**src/mfpr_defs.vh**
```
// mfpr_defs.vh: register offsets, field positions, codes and reset values
// assumes: included by the multifunction pin router files by bare name
`ifndef MFPR_DEFS_VH
`define MFPR_DEFS_VH
// register offsets
`define MFPR_ADDR_CLK_SRC 8'h04
`define MFPR_ADDR_AUD_DIR 8'h1B
`define MFPR_ADDR_SEC_SRC 8'h1F
`define MFPR_ADDR_DOUT_CTL 8'h21
`define MFPR_ADDR_GPIO_FN 8'h34
`define MFPR_ADDR_GPIO_SRC 8'h35
`define MFPR_ADDR_DIN_FN 8'h36
`define MFPR_ADDR_SOUT_FN 8'h37
`define MFPR_ADDR_SCLK_FN 8'h38
// reset values
`define MFPR_RST_REG 8'h00
// field positions
`define MFPR_CGEN_HI 3
`define MFPR_CGEN_LO 2
`define MFPR_CONV_HI 1
`define MFPR_CONV_LO 0
`define MFPR_BCLK_DIR 3
`define MFPR_WCLK_DIR 2
`define MFPR_SBCLK_HI 6
`define MFPR_SBCLK_LO 5
`define MFPR_SWCLK_HI 4
`define MFPR_SWCLK_LO 3
`define MFPR_SDIN_SEL 0
`define MFPR_FN4_HI 5
`define MFPR_FN4_LO 2
`define MFPR_SRC_HI 3
`define MFPR_SRC_LO 1
`define MFPR_GP_LEVEL 0
`define MFPR_SO_HI 4
`define MFPR_SO_LO 1
`define MFPR_FN2_HI 2
`define MFPR_FN2_LO 1
`define MFPR_LVL_BIT 0
// clock selects
`define MFPR_CS_MCLK 2'h0
`define MFPR_CS_BCLK 2'h1
`define MFPR_CS_GPIO 2'h2
`define MFPR_CS_DIN 2'h3
// two-bit pin functions
`define MFPR_F2_SERIAL 2'h1
`define MFPR_F2_GPI 2'h2
// gpio/data-out pin functions
`define MFPR_GF_CLKIN 4'h1
`define MFPR_GF_GPI 4'h2
`define MFPR_GF_AUX 4'h4
`define MFPR_GF_FIRST_INTERRUPT 4'h5
`define MFPR_GF_SECOND_INTERRUPT 4'h6
`define MFPR_GF_SBCLK 4'h8
`define MFPR_GF_SWCLK 4'h9
`define MFPR_GF_DOUT 4'hE
// gpio/data-out output sources
`define MFPR_GS_DOUT 3'h1
`define MFPR_GS_GPO 3'h2
// serial-out pin functions
`define MFPR_SF_GPO 4'h2
`define MFPR_SF_AUX 4'h3
`define MFPR_SF_FIRST_INTERRUPT 4'h4
`define MFPR_SF_SECOND_INTERRUPT 4'h5
`define MFPR_SF_SDOUT 4'h8
`define MFPR_SF_SBCLK 4'h9
`define MFPR_SF_SWCLK 4'hA
// secondary clock source codes
`define MFPR_SS_GPIO 2'h0
`define MFPR_SS_SCLK 2'h1
`endif

```
**src/mfpr_router.v**
```verilog
// mfpr_router.v: multifunction pin router with its selection registers
// assumes: one 10 MHz clock, register port driven by the control-bus logic,
// internal sources (clocks, interrupts, data) are on the same clock
`timescale 1ns/1ps
`include "mfpr_defs.vh"
module mfpr_router (
  input wire sys_clk_in,
  input wire rst_in,
  input wire [7:0] reg_addr_in,
  input wire [7:0] reg_wdata_in,
  input wire reg_wr_in,
  input wire reg_rd_in,
  output reg [7:0] reg_rdata_out,
  input wire mclk_pin_in,
  input wire bclk_pin_in,
  output reg bclk_pin_out,
  output reg bclk_pin_oe_n_out,
  input wire wclk_pin_in,
  output reg wclk_pin_out,
  output reg wclk_pin_oe_n_out,
  input wire data_in_pin_in,
  input wire gpio_pin_in,
  output reg gpio_pin_out,
  output reg gpio_pin_oe_n_out,
  input wire sclk_pin_in,
  output reg sout_pin_out,
  output reg sout_pin_oe_n_out,
  input wire pri_bclk_in,
  input wire pri_wclk_in,
  input wire pri_dout_in,
  input wire aux_clk_in,
  input wire first_interrupt_in,
  input wire second_interrupt_in,
  input wire sec_bclk_in,
  input wire sec_wclk_in,
  input wire sec_dout_in,
  output reg cgen_clk_out,
  output reg conv_clk_out,
  output reg pri_bclk_out,
  output reg pri_wclk_out,
  output reg pri_din_out,
  output reg sec_bclk_out,
  output reg sec_wclk_out,
  output reg sec_din_out,
  output reg dout_keep_out
);
  reg [7:0] clk_src_r;
  reg [7:0] aud_dir_r;
  reg [7:0] sec_src_r;
  reg [7:0] dout_ctl_r;
  reg [7:0] gpio_fn_r;
  reg [7:0] gpio_src_r;
  reg [7:0] din_fn_r;
  reg [7:0] sout_fn_r;
  reg [7:0] sclk_fn_r;
  wire [5:0] pin_sync;
  wire mclk_s;
  wire bclk_s;
  wire wclk_s;
  wire din_s;
  wire gpio_s;
  wire sclk_s;
  wire [1:0] cgen_sel;
  wire [1:0] conv_sel;
  wire [3:0] gpio_fn;
  wire [2:0] gpio_src;
  wire [1:0] din_fn;
  wire [3:0] sout_fn;
  wire [1:0] sclk_fn;
  wire gpio_is_in;
  wire sclk_is_in;
  reg gpio_drv_nxt;
  reg gpio_val_nxt;
  reg sout_drv_nxt;
  reg sout_val_nxt;
  reg cgen_nxt;
  reg conv_nxt;
  reg sbclk_nxt;
  reg swclk_nxt;
  reg sdin_nxt;
  reg [7:0] rdata_nxt;

  // pin levels cross into the clock domain through two flops each
  mfpr_sync #(
    .W(6)
  ) u_sync (
    .sys_clk_in(sys_clk_in),
    .rst_in(rst_in),
    .async_in({sclk_pin_in, gpio_pin_in, data_in_pin_in, wclk_pin_in, bclk_pin_in, mclk_pin_in}),
    .sync_out(pin_sync)
  );
  assign mclk_s = pin_sync[0];
  assign bclk_s = pin_sync[1];
  assign wclk_s = pin_sync[2];
  assign din_s = pin_sync[3];
  assign gpio_s = pin_sync[4];
  assign sclk_s = pin_sync[5];

  // field extraction
  assign cgen_sel = clk_src_r[`MFPR_CGEN_HI:`MFPR_CGEN_LO];
  assign conv_sel = clk_src_r[`MFPR_CONV_HI:`MFPR_CONV_LO];
  assign gpio_fn = gpio_fn_r[`MFPR_FN4_HI:`MFPR_FN4_LO];
  assign gpio_src = gpio_src_r[`MFPR_SRC_HI:`MFPR_SRC_LO];
  assign din_fn = din_fn_r[`MFPR_FN2_HI:`MFPR_FN2_LO];
  assign sout_fn = sout_fn_r[`MFPR_SO_HI:`MFPR_SO_LO];
  assign sclk_fn = sclk_fn_r[`MFPR_FN2_HI:`MFPR_FN2_LO];
  // gpio and serial-clock pins count as inputs only under an input function
  assign gpio_is_in = (gpio_fn == `MFPR_GF_CLKIN);
  assign sclk_is_in = (sclk_fn == `MFPR_F2_SERIAL);

  // register writes; fields hold until rewritten or reset
  always @(posedge sys_clk_in)
  begin
    if (rst_in)
    begin
      clk_src_r <= `MFPR_RST_REG;
      aud_dir_r <= `MFPR_RST_REG;
      sec_src_r <= `MFPR_RST_REG;
      dout_ctl_r <= `MFPR_RST_REG;
      gpio_fn_r <= `MFPR_RST_REG;
      gpio_src_r <= `MFPR_RST_REG;
      din_fn_r <= `MFPR_RST_REG;
      sout_fn_r <= `MFPR_RST_REG;
      sclk_fn_r <= `MFPR_RST_REG;
    end
    else if (reg_wr_in)
    begin
      case (reg_addr_in)
        `MFPR_ADDR_CLK_SRC: clk_src_r <= reg_wdata_in;
        `MFPR_ADDR_AUD_DIR: aud_dir_r <= reg_wdata_in;
        `MFPR_ADDR_SEC_SRC: sec_src_r <= reg_wdata_in;
        `MFPR_ADDR_DOUT_CTL: dout_ctl_r <= reg_wdata_in;
        `MFPR_ADDR_GPIO_FN: gpio_fn_r <= reg_wdata_in;
        `MFPR_ADDR_GPIO_SRC: gpio_src_r <= reg_wdata_in;
        `MFPR_ADDR_DIN_FN: din_fn_r <= reg_wdata_in;
        `MFPR_ADDR_SOUT_FN: sout_fn_r <= reg_wdata_in;
        `MFPR_ADDR_SCLK_FN: sclk_fn_r <= reg_wdata_in;
        default: clk_src_r <= clk_src_r;
      endcase
    end
  end

  // clock-generator and converter clock selection; both may pick mclk
  always @*
  begin
    case (cgen_sel)
      `MFPR_CS_MCLK: cgen_nxt = mclk_s;
      `MFPR_CS_BCLK: cgen_nxt = bclk_s;
      `MFPR_CS_GPIO: cgen_nxt = gpio_is_in & gpio_s;
      `MFPR_CS_DIN: cgen_nxt = (din_fn == `MFPR_F2_SERIAL) & din_s;
      default: cgen_nxt = 1'b0;
    endcase
    case (conv_sel)
      `MFPR_CS_MCLK: conv_nxt = mclk_s;
      `MFPR_CS_BCLK: conv_nxt = bclk_s;
      `MFPR_CS_GPIO: conv_nxt = gpio_is_in & gpio_s;
      default: conv_nxt = 1'b0;
    endcase
  end

  // secondary port sources from the gpio or serial-clock pin
  always @*
  begin
    case (sec_src_r[`MFPR_SBCLK_HI:`MFPR_SBCLK_LO])
      `MFPR_SS_GPIO: sbclk_nxt = gpio_is_in & gpio_s;
      `MFPR_SS_SCLK: sbclk_nxt = sclk_is_in & sclk_s;
      default: sbclk_nxt = 1'b0;
    endcase
    case (sec_src_r[`MFPR_SWCLK_HI:`MFPR_SWCLK_LO])
      `MFPR_SS_GPIO: swclk_nxt = gpio_is_in & gpio_s;
      `MFPR_SS_SCLK: swclk_nxt = sclk_is_in & sclk_s;
      default: swclk_nxt = 1'b0;
    endcase
    if (sec_src_r[`MFPR_SDIN_SEL])
      sdin_nxt = sclk_is_in & sclk_s;
    else
      sdin_nxt = gpio_is_in & gpio_s;
  end

  // gpio/data-out pin: at most one source drives it
  always @*
  begin
    gpio_drv_nxt = 1'b1;
    gpio_val_nxt = 1'b0;
    case (gpio_fn)
      `MFPR_GF_AUX: gpio_val_nxt = aux_clk_in;
      `MFPR_GF_FIRST_INTERRUPT: gpio_val_nxt = first_interrupt_in;
      `MFPR_GF_SECOND_INTERRUPT: gpio_val_nxt = second_interrupt_in;
      `MFPR_GF_SBCLK: gpio_val_nxt = sec_bclk_in;
      `MFPR_GF_SWCLK: gpio_val_nxt = sec_wclk_in;
      `MFPR_GF_CLKIN: gpio_drv_nxt = 1'b0;
      `MFPR_GF_GPI: gpio_drv_nxt = 1'b0;
      default:
      begin
        // serial data output path, or other codes driven only by the general-purpose output source; output source picks the level
        case (gpio_src)
          `MFPR_GS_DOUT: gpio_val_nxt = pri_dout_in;
          `MFPR_GS_GPO: gpio_val_nxt = gpio_src_r[`MFPR_GP_LEVEL];
          default: gpio_drv_nxt = 1'b0;
        endcase
        if (gpio_fn != `MFPR_GF_DOUT && gpio_src != `MFPR_GS_GPO)
          gpio_drv_nxt = 1'b0;
      end
    endcase
  end

  // serial-data-out pin function
  always @*
  begin
    sout_drv_nxt = 1'b1;
    sout_val_nxt = 1'b0;
    case (sout_fn)
      `MFPR_SF_GPO: sout_val_nxt = sout_fn_r[`MFPR_LVL_BIT];
      `MFPR_SF_AUX: sout_val_nxt = aux_clk_in;
      `MFPR_SF_FIRST_INTERRUPT: sout_val_nxt = first_interrupt_in;
      `MFPR_SF_SECOND_INTERRUPT: sout_val_nxt = second_interrupt_in;
      `MFPR_SF_SDOUT: sout_val_nxt = sec_dout_in;
      `MFPR_SF_SBCLK: sout_val_nxt = sec_bclk_in;
      `MFPR_SF_SWCLK: sout_val_nxt = sec_wclk_in;
      default: sout_drv_nxt = 1'b0;
    endcase
  end

  // read data: stored value, with live pin levels in level bits
  always @*
  begin
    case (reg_addr_in)
      `MFPR_ADDR_CLK_SRC: rdata_nxt = clk_src_r;
      `MFPR_ADDR_AUD_DIR: rdata_nxt = aud_dir_r;
      `MFPR_ADDR_SEC_SRC: rdata_nxt = sec_src_r;
      `MFPR_ADDR_DOUT_CTL: rdata_nxt = dout_ctl_r;
      `MFPR_ADDR_GPIO_FN: rdata_nxt = {gpio_fn_r[7:2], (gpio_fn == `MFPR_GF_GPI) & gpio_s, gpio_fn_r[0]};
      `MFPR_ADDR_GPIO_SRC: rdata_nxt = gpio_src_r;
      `MFPR_ADDR_DIN_FN: rdata_nxt = {din_fn_r[7:1], (din_fn == `MFPR_F2_GPI) & din_s};
      `MFPR_ADDR_SOUT_FN: rdata_nxt = sout_fn_r;
      `MFPR_ADDR_SCLK_FN: rdata_nxt = {sclk_fn_r[7:1], (sclk_fn == `MFPR_F2_GPI) & sclk_s};
      default: rdata_nxt = 8'h00;
    endcase
  end

  // registered outputs
  always @(posedge sys_clk_in)
  begin
    if (rst_in)
    begin
      reg_rdata_out <= 8'h00;
      bclk_pin_out <= 1'b0;
      bclk_pin_oe_n_out <= 1'b1;
      wclk_pin_out <= 1'b0;
      wclk_pin_oe_n_out <= 1'b1;
      gpio_pin_out <= 1'b0;
      gpio_pin_oe_n_out <= 1'b1;
      sout_pin_out <= 1'b0;
      sout_pin_oe_n_out <= 1'b1;
      cgen_clk_out <= 1'b0;
      conv_clk_out <= 1'b0;
      pri_bclk_out <= 1'b0;
      pri_wclk_out <= 1'b0;
      pri_din_out <= 1'b0;
      sec_bclk_out <= 1'b0;
      sec_wclk_out <= 1'b0;
      sec_din_out <= 1'b0;
      dout_keep_out <= 1'b0;
    end
    else
    begin
      if (reg_rd_in)
        reg_rdata_out <= rdata_nxt;
      bclk_pin_out <= pri_bclk_in;
      bclk_pin_oe_n_out <= ~aud_dir_r[`MFPR_BCLK_DIR];
      pri_bclk_out <= aud_dir_r[`MFPR_BCLK_DIR] ? pri_bclk_in : bclk_s;
      wclk_pin_out <= pri_wclk_in;
      wclk_pin_oe_n_out <= ~aud_dir_r[`MFPR_WCLK_DIR];
      pri_wclk_out <= aud_dir_r[`MFPR_WCLK_DIR] ? pri_wclk_in : wclk_s;
      pri_din_out <= (din_fn == `MFPR_F2_SERIAL) & din_s;
      gpio_pin_out <= gpio_val_nxt;
      gpio_pin_oe_n_out <= ~gpio_drv_nxt;
      sout_pin_out <= sout_val_nxt;
      sout_pin_oe_n_out <= ~sout_drv_nxt;
      cgen_clk_out <= cgen_nxt;
      conv_clk_out <= conv_nxt;
      sec_bclk_out <= sbclk_nxt;
      sec_wclk_out <= swclk_nxt;
      sec_din_out <= sdin_nxt;
      dout_keep_out <= dout_ctl_r[1];
    end
  end
endmodule // mfpr_router

```
**src/mfpr_sync.v**
```verilog
// mfpr_sync.v: two-flop synchroniser bank for asynchronous pin levels
// assumes: inputs come from pins outside the sys_clk_in domain
`timescale 1ns/1ps
module mfpr_sync #(
  parameter W = 7
) (
  input wire sys_clk_in,
  input wire rst_in,
  input wire [W-1:0] async_in,
  output wire [W-1:0] sync_out
);
  genvar i;
  // one two-stage chain per pin; first stage feeds only the second
  generate
    for (i = 0; i < W; i = i + 1)
    begin : g_bit
      reg meta_r;
      reg stable_r;
      always @(posedge sys_clk_in)
      begin
        if (rst_in)
        begin
          meta_r <= 1'b0;
          stable_r <= 1'b0;
        end
        else
        begin
          meta_r <= async_in[i];
          stable_r <= meta_r;
        end
      end
      assign sync_out[i] = stable_r;
    end
  endgenerate
endmodule // mfpr_sync
```
**config.mk**
```make
export PLATFORM = sky130hd
export DESIGN_NAME = mfpr_router
export DESIGN_NICKNAME = d
export VERILOG_FILES = /design/src/mfpr_router.v /design/src/mfpr_sync.v
export VERILOG_INCLUDE_DIRS = /design/src
export SDC_FILE = /design/constraint.sdc
export NUM_CORES = 1
export LEC_CHECK = 0
export BUFFER_PORTS_ARGS = -buffer_cell sky130_fd_sc_hd__buf_4
export CORE_MARGIN = 1
export CORE_UTILIZATION = 37
export DETAILED_ROUTE_END_ITERATION = 8
export PLACE_DENSITY_LB_ADDON = 0.25
export SETUP_SLACK_MARGIN = 0.2
export SYNTH_ARGS = -nofsm -noshare
export SYNTH_HDL_FRONTEND = slang
export SYNTH_HIERARCHICAL = 1
export SYNTH_SLANG_ARGS = --single-unit
```
**constraint.sdc**
```tcl
create_clock -name sys_clk_in -period 3.5 [get_ports sys_clk_in]
set_input_delay 0.7 -clock sys_clk_in [delete_from_list [all_inputs] [get_ports sys_clk_in]]
set_output_delay 0.7 -clock sys_clk_in [all_outputs]
set_load 0.01 [all_outputs]
```
After elaboration in Yosys (flattened, before gate mapping)
Index checks and enable logic that the tools add are counted.

storage, ports and cells
  register bits after elaboration = 109
  bits of input ports = 35
  output and inout bits = 25
  logic and storage cells = 120

operators by class
  eq/ne operators = 38
  muxes and demuxes = 15
  bitwise gates (word level) = 10
  reductions and logical operators = 18

operators with widths
  operator                                              number
  one-hot mux 8 bit (9 select lines)                    1
  equality test 8 x 6 -> 1 bit (second input constant)  6
  equality test 4 x 3 -> 1 bit (second input constant)  5
  equality test 4 bit (second input constant)           5
  AND reduction 2 bit                                   9
  equality test 8 x 5 -> 1 bit (second input constant)  2
  equality test 2 x 1 -> 1 bit (second input constant)  6
  equality test 4 x 2 -> 1 bit (second input constant)  3
  equality test 2 bit (second input constant)           5
  equality test 8 x 3 -> 1 bit (second input constant)  1
  logical NOT 2 bit                                     4
  one-hot mux 1 bit (2 select lines)                    4
  one-hot mux 1 bit (7 select lines)                    1
  OR reduction 7 bit                                    1
  AND 1 bit                                             6
  2-to-1 mux 1 bit                                      6
  one-hot mux 1 bit (6 select lines)                    1
  OR reduction 5 bit                                    1
  equality test 4 x 1 -> 1 bit (second input constant)  1
  != test 4 bit (second input constant)                 1
  inverter 1 bit                                        4
  one-hot mux 1 bit (4 select lines)                    1
  OR reduction 2 bit                                    2
  equality test 3 x 1 -> 1 bit (second input constant)  1
  other kinds (4)                                       4

Longest topological paths before layout
Gate-level depths: netlist of run 1.

  word-level depth = 6
  depth in mapped cells = 8
  gate-level depth less buffers = 5

Cells and area by module
Netlist of run 1, hierarchy kept.

by module, submodules not included
  module       times used  cells an instance  area an instance (sq um)  seq. area each (sq um)
  mfpr_router  1           490                4330.4                    1881.8
  mfpr_sync    1           31                 411.6                     240.2

Worst setup path before layout of run 1
Ideal clock, no wire load.

  kind = in2reg
  start = input reg_addr_in[3]
  end = register reg_rdata_out[1]
  setup time = 0.125 ns
  data arrival time = 2.117 ns
  required time = 3.375 ns
  slack = 1.258 ns
  cell stages on the path = 7
  path buffers = 2
  path through = buf_2 > and2b_1 > and2_1 > buf_2 > or4_4 > o21ai_4 > o21ai_0

between the ends
  cells in the longest elaborated chain, start to end = 2
  elaborated cells on any way between the ends = 10
  those cells by class = eq/ne (9); mux (1)

ends and longest elaborated chain
  element                                                     line               source
  start: declaration                                          mfpr_router.v:9    input wire [7:0] reg_addr_in,
  equality test 8 x 6 -> 1 bit, or another cell as far along  mfpr_router.v:227  case (reg_addr_in)
  one-hot mux 8 bit (9 select lines) (*)                      mfpr_router.v:227
  end signal: assignment                                      mfpr_router.v:268  reg_rdata_out <= rdata_nxt;
  end: declaration                                            mfpr_router.v:13   output reg [7:0] reg_rdata_out,

Every way passes the cells marked *; elsewhere a longest branch is shown, timed or not.
A chain may end at the register's enable or synchronous reset.

Worst setup path in the final report of run 1
  start = input reg_addr_in[1]
  end = register reg_rdata_out[5]

Same word-level chain as after synthesis.

==> results.md, run 1 <==
| Result | Value | Unit |
|:---|:---|:---|
| Maximum number of pins on one net before global-route repair | 61 | - |
| Share of async-settable or async-resettable flops after synthesis | 0 | - |
| Count of flip-flops with a built-in enable after synthesis | 0 | - |
| Cell type contributing the most total cell area after synthesis | dfxtp_1 | - |
| Remaining global-route overflow | 0 | - |
| Maximum ir drop on the vdd rail | 0.247 | mV |
| Cell area after technology mapping | 4740 | um2 |
| Most common flop cell mapped by yosys | dfxtp_1 | - |
| Seq/Total Area, Yosys | 0.447 | - |
| Via density per instance | 5.31 | - |
| Slew at the pin closest to its max-slew limit | 702 | ps |
| Number of remaining DRC errors | 0 | - |
| Number of vias in the routed layout | 3814 | - |
| Worst max-slew margin expressed relative to the limit | 0.532 | - |
| Initial antenna violation count | 0 | - |
| Number of cells upsized or downsized after cts | 0 | - |
| # port buffers | 59 | - |
| Post-CTS Hold Fix Bufs | 0 | - |
| Detail Placement HPWL | 8460 | um |
| Diodes inserted | 0 | - |
| Dominant cells by area after synthesis | dfxtp_1 45%, mux2i_1 11%, nor2_1 4.7% | - |
| Max-slew violations | 0 | - |
| Area fraction of the dominant cell type after synthesis | 0.447 | - |
| Drt first-iter violations | 252 | - |
| Average wire per standard cell | 16.9 | um |
| Number of global-route vias before repair | 3590 | - |
| Clock-pin slew on the worst setup and hold paths | 70 | ps |
| Worst min-delay path category | reg -> reg | - |
| Power Total | 2.41 | mW |
| Avg Cell Area, Syn | 9.10 | um2 |
| Final Net Count | 582 | - |
| Root buffer selected by CTS | clkbuf_16 | - |
| Pwr Density | 438 | nW/um2 |
| Global-route wire length before repair | 19600 | um |
| Standard cell with the maximum stage delay on the critical path | and2_1 | - |
| CP Cell Sequence | buf_4, nor4b_1, and2_1, a222oi_1, and3_1, o21ai_0 | - |
| Post-Synthesis Cells | 521 | - |
| Total Routed Length | 12100 | um |
| Mapped Nets | 556 | - |
| Setup WS pre-CTS | 793 | ps |
| Horizontal extent of the die | 115 | um |
| Count of non-filler cells in the finished layout | 718 | - |
| Antenna violation net count after detailed routing | 0 | - |
| Max H-tree Level | 3 | - |
| Global Route Usage Sum | 0.198 | - |
| Post-CTS Setup Bufs | 0 | - |
| Cell area reported after detailed placement | 5200 | um2 |
| Design Area, Final | 5510 | um2 |
| Die H | 115 | um |
| Seq cells post-synth | 106 | - |
| Setup TNS Final | 0 | ps |
| Required time worst endpoint | 3780 | ps |
| TritonRoute pass-1 iters | 5 | - |
| Highest attainable clock frequency | 0.420 | GHz |
| Clock tree from TritonCTS | done | - |
| Clock sink count | 106 | - |
| Max Fanout on Critical Path | 19 | - |
| Final cell utilization of the core | 0.449 | - |
| Type of the setup path with the least slack | in -> reg | - |
| Shortest period the worst path allows | 2380 | ps |
| Count of max-cap constraint violations | 0 | - |
| Final hold vios | 0 | - |
| # placed instances | 704 | - |
| Std-Cell Core Area | 12300 | um2 |
| Endpoint arrival time on the critical path | 2660 | ps |
| Area enclosed by the die boundary | 13300 | um2 |
| Setup Skew | 4.53 | ps |
| CTS Buf Count | 9 | - |
| Number of top-level pins | 60 | - |
| Clock latency on the worst-skew pair | 350 | ps |
| Worst setup slack after layout | 1120 | ps |
| Kind of start point of the critical path | input port | - |
| Site Rows | 40 | - |
| Clock buffer depth | 2 | - |
| Initial core utilization | 0.387 | - |
| Gpl congestion | 0.882 | - |
| Slowest cell delay on critical path | 650 | ps |
| Ratio of final minimum period to clock period | 0.680 | - |
| Leak Pwr | 2.28 | nW |
| Setup repair after global routing missed its margin | no | - |
| Hold WS | 439 | ps |
| # setup viols final | 0 | - |
| Number of warnings reported in the yosys synthesis log | 6 | - |
| Fraction of layout cells with a size suffix above 1 | 0.195 | - |
| P&R area growth vs syn | 16.1 | % |
| Result of the run | completed | - |
| Synth cell types | 60 | - |
| Type of destination of the critical path | flip-flop | - |
## area by class of cell
cell class / count / area, um2
repair buffers: 61 / 458
inverters: 4 / 15.0
multi-input cells: 365 / 2390
clock buffers: 11 / 243
clock inverters: 3 / 65.1
well taps: 168 / 210
fillers: 1202 / 6760
flip-flops and latches: 106 / 2120
## cell usage after synthesis (4+ instances only)
| cell | number |
|---|---|
| buf_4 | 6 |
| a22oi_1 | 8 |
| a32oi_1 | 4 |
| nand3b_1 | 8 |
| mux2_2 | 9 |
| nor2b_2 | 8 |
| and3_1 | 5 |
| buf_2 | 7 |
| nand2_1 | 45 |
| dfxtp_1 | 106 |
| o21ai_0 | 16 |
| nor2_1 | 60 |
| inv_1 | 4 |
| mux2i_1 | 54 |
| nor2b_1 | 11 |
| clkbuf_1 | 30 |
| nand3_1 | 33 |
| nor3_1 | 6 |
| nand4b_1 | 4 |
| a21oi_1 | 33 |
## final timing paths
| path | from | end | slack [ps] | depth (start not counted) |
|---|---|---|---|---|
| worst max-delay path | reg_addr_in[1] | reg_rdata_out[5] | 1120 | 6 |
| worst min-delay path | u_sync/g_bit[2].meta_r | u_sync/g_bit[2].stable_r | 440 | 1 |
| worst max register to register | gpio_fn_r[5] | cgen_clk_out | 1820 | 4 |
| worst min register to register | u_sync/g_bit[2].meta_r | u_sync/g_bit[2].stable_r | 440 | 1 |
## flip-flops by register name (all words and copies together), names as in the netlist, 6 cells and up
| register | cells |
|---|---|
| aud_dir_r | 8 |
| clk_src_r | 8 |
| dout_ctl_r | 8 |
| gpio_src_r | 8 |
| reg_rdata_out | 8 |
| sec_src_r | 8 |
| sout_fn_r | 8 |
| din_fn_r | 7 |
| gpio_fn_r | 7 |
| sclk_fn_r | 7 |
| u_sync/g_bit.meta_r | 6 |
| u_sync/g_bit.stable_r | 6 |
## logic make-up after synthesis
logic type / share of synthesized area
simple gates: 0.252
compound gates: 0.106
flops: 0.447
mux: 0.145
buf+inv: 0.0478
xor+xnor: 0.00185
## cells in the final DEF, fill, tap and decap left out, drive strengths merged, types with 2 or more instances in the layout
cell | Yosys | layout
or3b | 2 | 2
a211oi | 3 | 3
mux4 | 2 | 2
o2bb2ai | 2 | 2
nand4 | 4 | 4
mux2 | 9 | 9
nor3b | 3 | 3
o21ai | 18 | 18
clkbuf | 30 | 11
nor2 | 61 | 61
or4 | 2 | 2
and3b | 2 | 2
and2 | 3 | 3
buf | 16 | 61
nand3b | 8 | 8
a222oi | 3 | 3
nor2b | 21 | 21
dfxtp | 106 | 106
and4b | 3 | 3
mux2i | 54 | 54
nand2 | 45 | 45
and2b | 3 | 3
a22oi | 8 | 8
a32oi | 4 | 4
bufinv | 0 | 2
nand4b | 4 | 4
nor4b | 4 | 4
a22o | 2 | 2
nor4 | 2 | 2
nand2b | 2 | 2
nand3 | 34 | 34
a21oi | 33 | 33
and3 | 5 | 5
nor3 | 6 | 6
inv | 4 | 4
## layer usage
metal,wire [um],track usage
met5,0,0
met4,233,0.0710
met3,712,0.0543
met2,5580,0.316
met1,5590,0.255
## power by group
group / leakage, nW / internal (mW) / switching (mW)
registers: 0.857 / 1.22 / 0.00387
clock network: 0.151 / 0.637 / 0.425
logic: 1.27 / 0.0522 / 0.0791
total: 2.28 / 1.91 / 0.508
## critical path, delay by kind of cell
| kind | cells | cell delay [ps] |
|---|---|---|
| compound gates | 2 | 370 |
| simple gates | 3 | 1380 |
| buf+inv | 1 | 190 |
No activity file was read; power rests on OpenSTA's default activity.
==> run 2: changes to the inputs <==
- clock period: 3.5 -> 2 ns (I/O delays scaled with it)
==> results.md, run 2 (same netlist as run 1, synthesis figures left out) <==
| Result | Value | Unit | vs previous |
|:---|:---|:---|:---|
| Slowest cell delay on critical path | 710 | ps | was 650 ps |
| Result of the run | completed | - | unchanged |
| Most frequent CP cell | nor2_1 | - |  |
| # fillers | 1210 | - | was 1202 |
| Detail Placement HPWL | 9130 | um | was 8460 um |
| # port buffers | 59 | - | unchanged |
| Initial antenna violation count | 0 | - | unchanged |
| Worst min-delay path category | in -> reg | - | was reg -> reg |
| Die H | 115 | um | unchanged |
| Std-Cell Core Area | 12300 | um2 | unchanged |
| WP depth | 6 | - | unchanged |
| Site Rows | 40 | - | unchanged |
| # setup viols final | 0 | - | unchanged |
| Cell area reported after detailed placement | 5450 | um2 | was 5200 um2 |
| Setup Skew | 7.09 | ps | was 4.53 ps |
| Type of the setup path with the least slack | in -> reg | - | unchanged |
| Antenna violation net count after detailed routing | 0 | - | unchanged |
| Worst R2R Path Depth | 3 | - | was 4 |
| Worst max-slew margin expressed relative to the limit | 0.661 | - | was 0.532 |
| Kind of start point of the critical path | input port | - | unchanged |
| Clock latency on the worst-skew pair | 340 | ps | was 350 ps |
| Max H-tree Level | 3 | - | unchanged |
| Area enclosed by the die boundary | 13300 | um2 | unchanged |
| Number of top-level pins | 60 | - | unchanged |
| Max Fanout on Critical Path | 8 | - | was 19 |
| Count of non-filler cells in the finished layout | 750 | - | was 718 |
| Global Route Usage Sum | 0.202 | - | was 0.198 |
| Required time worst endpoint | 2220 | ps | was 3780 ps |
| Number of remaining DRC errors | 0 | - | unchanged |
| Via density per instance | 5.25 | - | was 5.31 |
| Number of instances on the worst hold path | 2 | - | was 1 |
| Diodes inserted | 0 | - | unchanged |
| Post-CTS Setup Bufs | 0 | - | unchanged |
| Remaining global-route overflow | 0 | - | unchanged |
| Average wire per standard cell | 16.8 | um | was 16.9 um |
| Maximum ir drop on the vdd rail | 0.390 | mV | was 0.247 mV |
| Fraction of layout cells with a size suffix above 1 | 0.241 | - | was 0.195 |
| R2r setup slk | 400 | ps | was 1820 ps |
| Design Area, Final | 5720 | um2 | was 5510 um2 |
| CP Cell Sequence | buf_4, or4b_2, nor2_1, nand2_2, mux2i_1, nor2_1 | - | was buf_4, nor4b_1, and2_1, a222oi_1, and3_1, o21ai_0 |
| Number of global-route vias before repair | 3855 | - | was 3590 |
| Ratio of final minimum period to clock period | 0.860 | - |  |
| Max-slew violations | 0 | - | unchanged |
| Gpl congestion | 0.895 | - | was 0.882 |
| Final Net Count | 613 | - | was 582 |
| Initial core utilization | 0.387 | - | unchanged |
| Count of max-cap constraint violations | 0 | - | unchanged |
| Root buffer selected by CTS | clkbuf_16 | - | unchanged |
| Standard cell with the maximum stage delay on the critical path | or4b_2 | - | was and2_1 |
| Clock tree from TritonCTS | done | - | unchanged |
| Clock buffer depth | 2 | - | unchanged |
| Drt first-iter violations | 288 | - | was 252 |
| Endpoint arrival time on the critical path | 1940 | ps | was 2660 ps |
| Final hold vios | 0 | - | unchanged |
| Total Routed Length | 12600 | um | was 12100 um |
| Number of buffer and inverter stages on the critical path | 1 | - | unchanged |
| # placed instances | 735 | - | was 704 |
| CTS Buf Count | 9 | - | unchanged |
| Slew at the pin closest to its max-slew limit | 508 | ps | was 702 ps |
| Horizontal extent of the die | 115 | um | unchanged |
| Maximum number of pins on one net before global-route repair | 39 | - | was 61 |
| Pwr Density | 704 | nW/um2 | was 438 nW/um2 |
| Clock-pin slew on the worst setup and hold paths | 70 | ps | about the same |
| Kind of cell with the highest combined delay on the critical path | simple AND/OR/NAND/NOR gates | - | unchanged |
| TritonRoute pass-1 iters | 6 | - | was 5 |
| Number of cells upsized or downsized after cts | 0 | - | unchanged |
| Most common cell after layout, fill and taps aside | dfxtp_1 | - | unchanged |
| P&R area growth vs syn | 20.6 | % | was 16.1% |
| Shortest period the worst path allows | 1720 | ps |  |
| Top library cells by usage in the layout, fill and taps aside | 106 x dfxtp_1, 92 x buf_4, 60 x nor2_1 | - | was 106 x dfxtp_1, 61 x buf_4, 60 x nor2_1 |
| Highest attainable clock frequency | 0.581 | GHz |  |
| Leak Pwr | 2.42 | nW | was 2.28 nW |
| Setup repair after global routing missed its margin | no | - | unchanged |
| Global-route wire length before repair | 20300 | um | was 19600 um |
| Type of destination of the critical path | flip-flop | - | unchanged |
| Clock sink count | 106 | - | unchanged |
| Post-CTS Hold Fix Bufs | 0 | - | unchanged |
| Number of vias in the routed layout | 3936 | - | was 3814 |
[run 2: cell type report]
type | instances | area, um2 | share of cell area
repair buffers | 92 | 691 | 0.121
inverters | 4 | 15.0 | 0.00263
flip-flops and latches | 106 | 2120 | 0.371
well taps | 168 | 210 | 0.0368
clock inverters | 4 | 28.8 | 0.00503
multi-input cells | 365 | 2410 | 0.421
clock buffers | 11 | 243 | 0.0424
[run 2: per-layer routing]
metal  part of all wire  wire length [um]  GRT usage  vias up
met3              0.062               784     0.0416        9
li1                   -                 -          -     1938
met4             0.0099               125     0.0580        0
met1               0.46              5770      0.268     1868
met5                  0                 0          0        -
met2               0.47              5950      0.331      121
[run 2: path summary, 6_finish.rpt]
path,from,to
worst min-delay path,wclk_pin_in,u_sync/g_bit[2].meta_r
worst min register to register,u_sync/g_bit[1].meta_r,u_sync/g_bit[1].stable_r
worst max-delay path,reg_addr_in[5],aud_dir_r[6]
worst max register to register,gpio_fn_r[3],cgen_clk_out
[run 2: power breakdown]
part	internal, mW	switching [mW]	total (mW)
logic	0.106	0.148	0.254
clock network	0.872	0.766	1.64
registers	2.13	0.00682	2.13
[run 2: worst reg2reg max path, delay by kind of cell, from the launching register on]
family | cells | cell delay (ps)
flip-flops | 1 | 630
multiplexers | 1 | 450
AND/OR/NAND/NOR | 2 | 400
[run 2: stage by stage]
step / hold slack, ps / util / TNS [ps] / setup WS [ps] / power (mW)
floorplan: 408 / - / 0 / 107 / 2.33
global placement: 429 / 0.444 / 0 / 28.1 / 2.43
detailed placement: 426 / 0.444 / -172 / -50.3 / 2.43
CTS: 261 / 0.466 / 0 / 314 / 4.05
global route: 263 / 0.466 / 0 / 245 / 4.16
finish: 267 / 0.466 / 0 / 280 / 4.03
==> run 3: changes to the inputs <==
- ABC_AREA: default -> 1
- CAP_MARGIN: default -> 25
==> results.md, run 3 <==
| Result | Value | Unit | vs previous |
|:---|:---|:---|:---|
| Maximum ir drop on the vdd rail | 0.505 | mV | was 0.390 mV |
| Most frequent CP cell | nand2_1 | - | was nor2_1 |
| Setup Skew | 7.95 | ps | was 7.09 ps |
| Leak Pwr | 2.19 | nW | was 2.42 nW |
| Required time worst endpoint | 2290 | ps | was 2220 ps |
| Average wire per standard cell | 14.9 | um | was 16.8 um |
| Diodes inserted | 0 | - | unchanged |
| Cell type contributing the most total cell area after synthesis | dfxtp_1 | - | unchanged |
| Worst max-slew margin expressed relative to the limit | 0.700 | - | was 0.661 |
| Number of vias in the routed layout | 4448 | - | was 3936 |
| Area enclosed by the die boundary | 13200 | um2 | was 13300 um2 |
| Type of the setup path with the least slack | reg -> reg | - | was in -> reg |
| Seq/Total Area, Yosys | 0.449 | - | was 0.447 |
| Ratio of final minimum period to clock period | 0.770 | - | was 0.860 |
| Shortest period the worst path allows | 1540 | ps | was 1720 ps |
| Post-CTS Hold Fix Bufs | 0 | - | unchanged |
| Power Total | 4.28 | mW | was 4.03 mW |
| Number of warnings reported in the yosys synthesis log | 6 | - | unchanged |
| Comb power frac | 0.063 | - | about the same |
| Global Route Usage Sum | 0.210 | - | was 0.202 |
| Avg Cell Area, Syn | 7.13 | um2 | was 9.10 um2 |
| Root buffer selected by CTS | clkbuf_16 | - | unchanged |
| Setup WS pre-CTS | 174 | ps | was -50.3 ps |
| Site Rows | 40 | - | unchanged |
| CTS Buf Count | 9 | - | unchanged |
| Horizontal extent of the die | 115 | um | about the same |
| Die H | 115 | um | about the same |
| Hold WS | 236 | ps | was 267 ps |
| Number of instances on the worst hold path | 2 | - | unchanged |
| Detail Placement HPWL | 9480 | um | was 9130 um |
| Type of destination of the critical path | flip-flop | - | unchanged |
| Max H-tree Level | 3 | - | unchanged |
| Gpl congestion | 0.903 | - | was 0.895 |
| Share of async-settable or async-resettable flops after synthesis | 0 | - | unchanged |
| Worst min-delay path category | in -> reg | - | unchanged |
| Share of total power consumed by net switching | 0.225 | - | was 0.229 |
| Drt first-iter violations | 285 | - | was 288 |
| Clock Power Share | 0.439 | - | was 0.407 |
| Initial antenna violation count | 0 | - | unchanged |
| Design Area, Final | 5600 | um2 | was 5720 um2 |
| P&R area growth vs syn | 18.4 | % | was 20.6% |
| Fraction of layout cells with a size suffix above 1 | 0.153 | - | was 0.241 |
| Maximum number of pins on one net before global-route repair | 53 | - | was 39 |
| Worst R2R Path Depth | 10 | - | was 3 |
| Antenna violation net count after detailed routing | 0 | - | unchanged |
| Cell area after technology mapping | 4730 | um2 | was 4740 um2 |
| Clock tree from TritonCTS | done | - | unchanged |
| # fillers | 1271 | - | was 1210 |
| Area fraction of the dominant cell type after synthesis | 0.449 | - | was 0.447 |
| Mapped Nets | 698 | - | was 556 |
| Via density per instance | 5.02 | - | was 5.25 |
| Slowest cell delay on critical path | 420 | ps | was 710 ps |
| Number of global-route vias before repair | 4146 | - | was 3855 |
| Pint | 3.32 | mW | was 3.10 mW |
| Total Routed Length | 13200 | um | was 12600 um |
| Clock latency on the worst-skew pair | 360 | ps | was 340 ps |
| Count of flip-flops with a built-in enable after synthesis | 0 | - | unchanged |
| Max-slew violations | 0 | - | unchanged |
| Dominant cells by area after synthesis | dfxtp_1 45%, nand3_1 9.1%, a21oi_1 7.7% | - | was dfxtp_1 45%, mux2i_1 11%, nor2_1 4.7% |
| Synth cell types | 26 | - | was 60 |
| Standard cell with the maximum stage delay on the critical path | dfxtp_1 | - | was or4b_2 |
| Ranking of synthesized cells by instance count | 106 x dfxtp_1, 90 x inv_1, 86 x nand3_1 | - | was 106 x dfxtp_1, 60 x nor2_1, 54 x mux2i_1 |
| Share of power burned in registers | 0.498 | - | was 0.530 |
| Remaining global-route overflow | 0 | - | unchanged |
| Clock sink count | 106 | - | unchanged |
| Most numerous cell in the Yosys netlist | dfxtp_1 | - | unchanged |
| Result of the run | completed | - | unchanged |
| Setup TNS Final | 0 | ps | unchanged |
| TritonRoute pass-1 iters | 5 | - | was 6 |
| Kind of start point of the critical path | flip-flop | - | was input port |
| Global-route wire length before repair | 20900 | um | was 20300 um |
| Count of max-cap constraint violations | 0 | - | unchanged |
| # setup viols final | 0 | - | unchanged |
| Psw | 0.966 | mW | was 0.921 mW |
| Post-CTS Setup Bufs | 0 | - | unchanged |
| Post-Synthesis Cells | 663 | - | was 521 |
| Most common flop cell mapped by yosys | dfxtp_1 | - | unchanged |
| Slew at the pin closest to its max-slew limit | 451 | ps | was 508 ps |
| Number of remaining DRC errors | 0 | - | unchanged |
| Cell area reported after detailed placement | 5280 | um2 | was 5450 um2 |
| Clock buffer depth | 2 | - | unchanged |
| Number of top-level pins | 60 | - | unchanged |
| CP Cell Sequence | inv_1, nor2_1, nand2_1, nor2_1, nand2_1, nand2_1, nor2_1, nand3_1, nand2_1, a21oi_1 | - | was buf_4, or4b_2, nor2_1, nand2_2, mux2i_1, nor2_1 |
| # port buffers | 59 | - | unchanged |
| Clock-pin slew on the worst setup and hold paths | 70 | ps | about the same |
| Std-Cell Core Area | 12200 | um2 | was 12300 um2 |
| Pwr Density | 766 | nW/um2 | was 704 nW/um2 |
| Most common cell after layout, fill and taps aside | dfxtp_1 | - | unchanged |
| Endpoint arrival time on the critical path | 1830 | ps | was 1940 ps |
| Top library cells by usage in the layout, fill and taps aside | 106 x dfxtp_1, 90 x inv_1, 86 x nand3_1 | - | was 106 x dfxtp_1, 92 x buf_4, 60 x nor2_1 |
| Initial core utilization | 0.387 | - | about the same |
| Setup repair after global routing missed its margin | no | - | unchanged |
| Final Net Count | 748 | - | was 613 |
| Final hold vios | 0 | - | unchanged |
| Highest attainable clock frequency | 0.649 | GHz | was 0.581 GHz |
| Seq cells post-synth | 106 | - | unchanged |
| Max Fanout on Critical Path | 5 | - | was 8 |
| Worst setup slack after layout | 459 | ps | was 280 ps |
## run 3: cell types whose count changed after synthesis, sizes merged, moves of 8 or more
cell / delta
a21oi: +40
nand2: +38
mux2: -9
nor2b: -21
mux2i: -54
nor2: +27
nand3: +56
a22oi: -8
o21ai: +66
clkbuf: -19
inv: +91
## run 3: routing by layer
| metal | up-vias | wire (um) | track usage |
|---|---|---|---|
| met4 | 0 | 344 | 0.0987 |
| met1 | 2006 | 5780 | 0.261 |
| li1 | 2270 | - | - |
| met5 | - | 0 | 0 |
| met2 | 151 | 6230 | 0.353 |
| met3 | 21 | 830 | 0.0374 |
## run 3: power by group through the flow
stage / combinational [mW] / sequential [mW] / clock [mW]
2_1_floorplan: 0.140 / 2.18 / 0
3_3_place_gp: 0.263 / 2.18 / 0
3_5_place_dp: 0.268 / 2.18 / 0
4_1_cts: 0.269 / 2.14 / 1.91
5_1_grt: 0.294 / 2.14 / 1.99
6_report: 0.269 / 2.14 / 1.88
## run 3: cell type report
cell class	instances	area (um2)	area share
clock buffer	11	233	0.0416
clock inverter	5	78.8	0.0141
inverter	95	357	0.0637
multi-input combinational	432	2080	0.371
sequential	106	2120	0.379
tap	168	210	0.0376
timing repair buffer	69	518	0.0926
## run 3: metrics by stage
step / instances / utilization
2_1_floorplan: 663 / -
3_3_place_gp: 870 / 0.433
3_5_place_dp: 870 / 0.433
4_1_cts: 886 / 0.458
5_1_grt: 886 / 0.458
6_report: 886 / 0.458
## run 3: what timing repair did
action	CTS	global route
endpoints found under the setup margin	0	1
resized for setup	0	1
endpoints found under the hold margin	0	0
## run 3: worst paths after layout
check | from | endpoint | slack [ps]
max | gpio_fn_r[3] | reg_rdata_out[1] | 460
max reg2reg | gpio_fn_r[3] | reg_rdata_out[1] | 460
min reg2reg | u_sync/g_bit[1].meta_r | u_sync/g_bit[1].stable_r | 400
min | rst_in | u_sync/g_bit[3].stable_r | 240
## run 3: worst max-delay path, delay by kind of cell (launching register included)
family / cells / cell delay [ps]
AO/OA/AOI/OAI: 1 / 120
buffers and inverters: 1 / 80
flip-flops: 1 / 420
AND/OR/NAND/NOR: 8 / 860
## run 3: cell families after synthesis
logic type / synth area share
compound gates: 0.181
buf+inv: 0.112
simple gates: 0.258
flops: 0.449
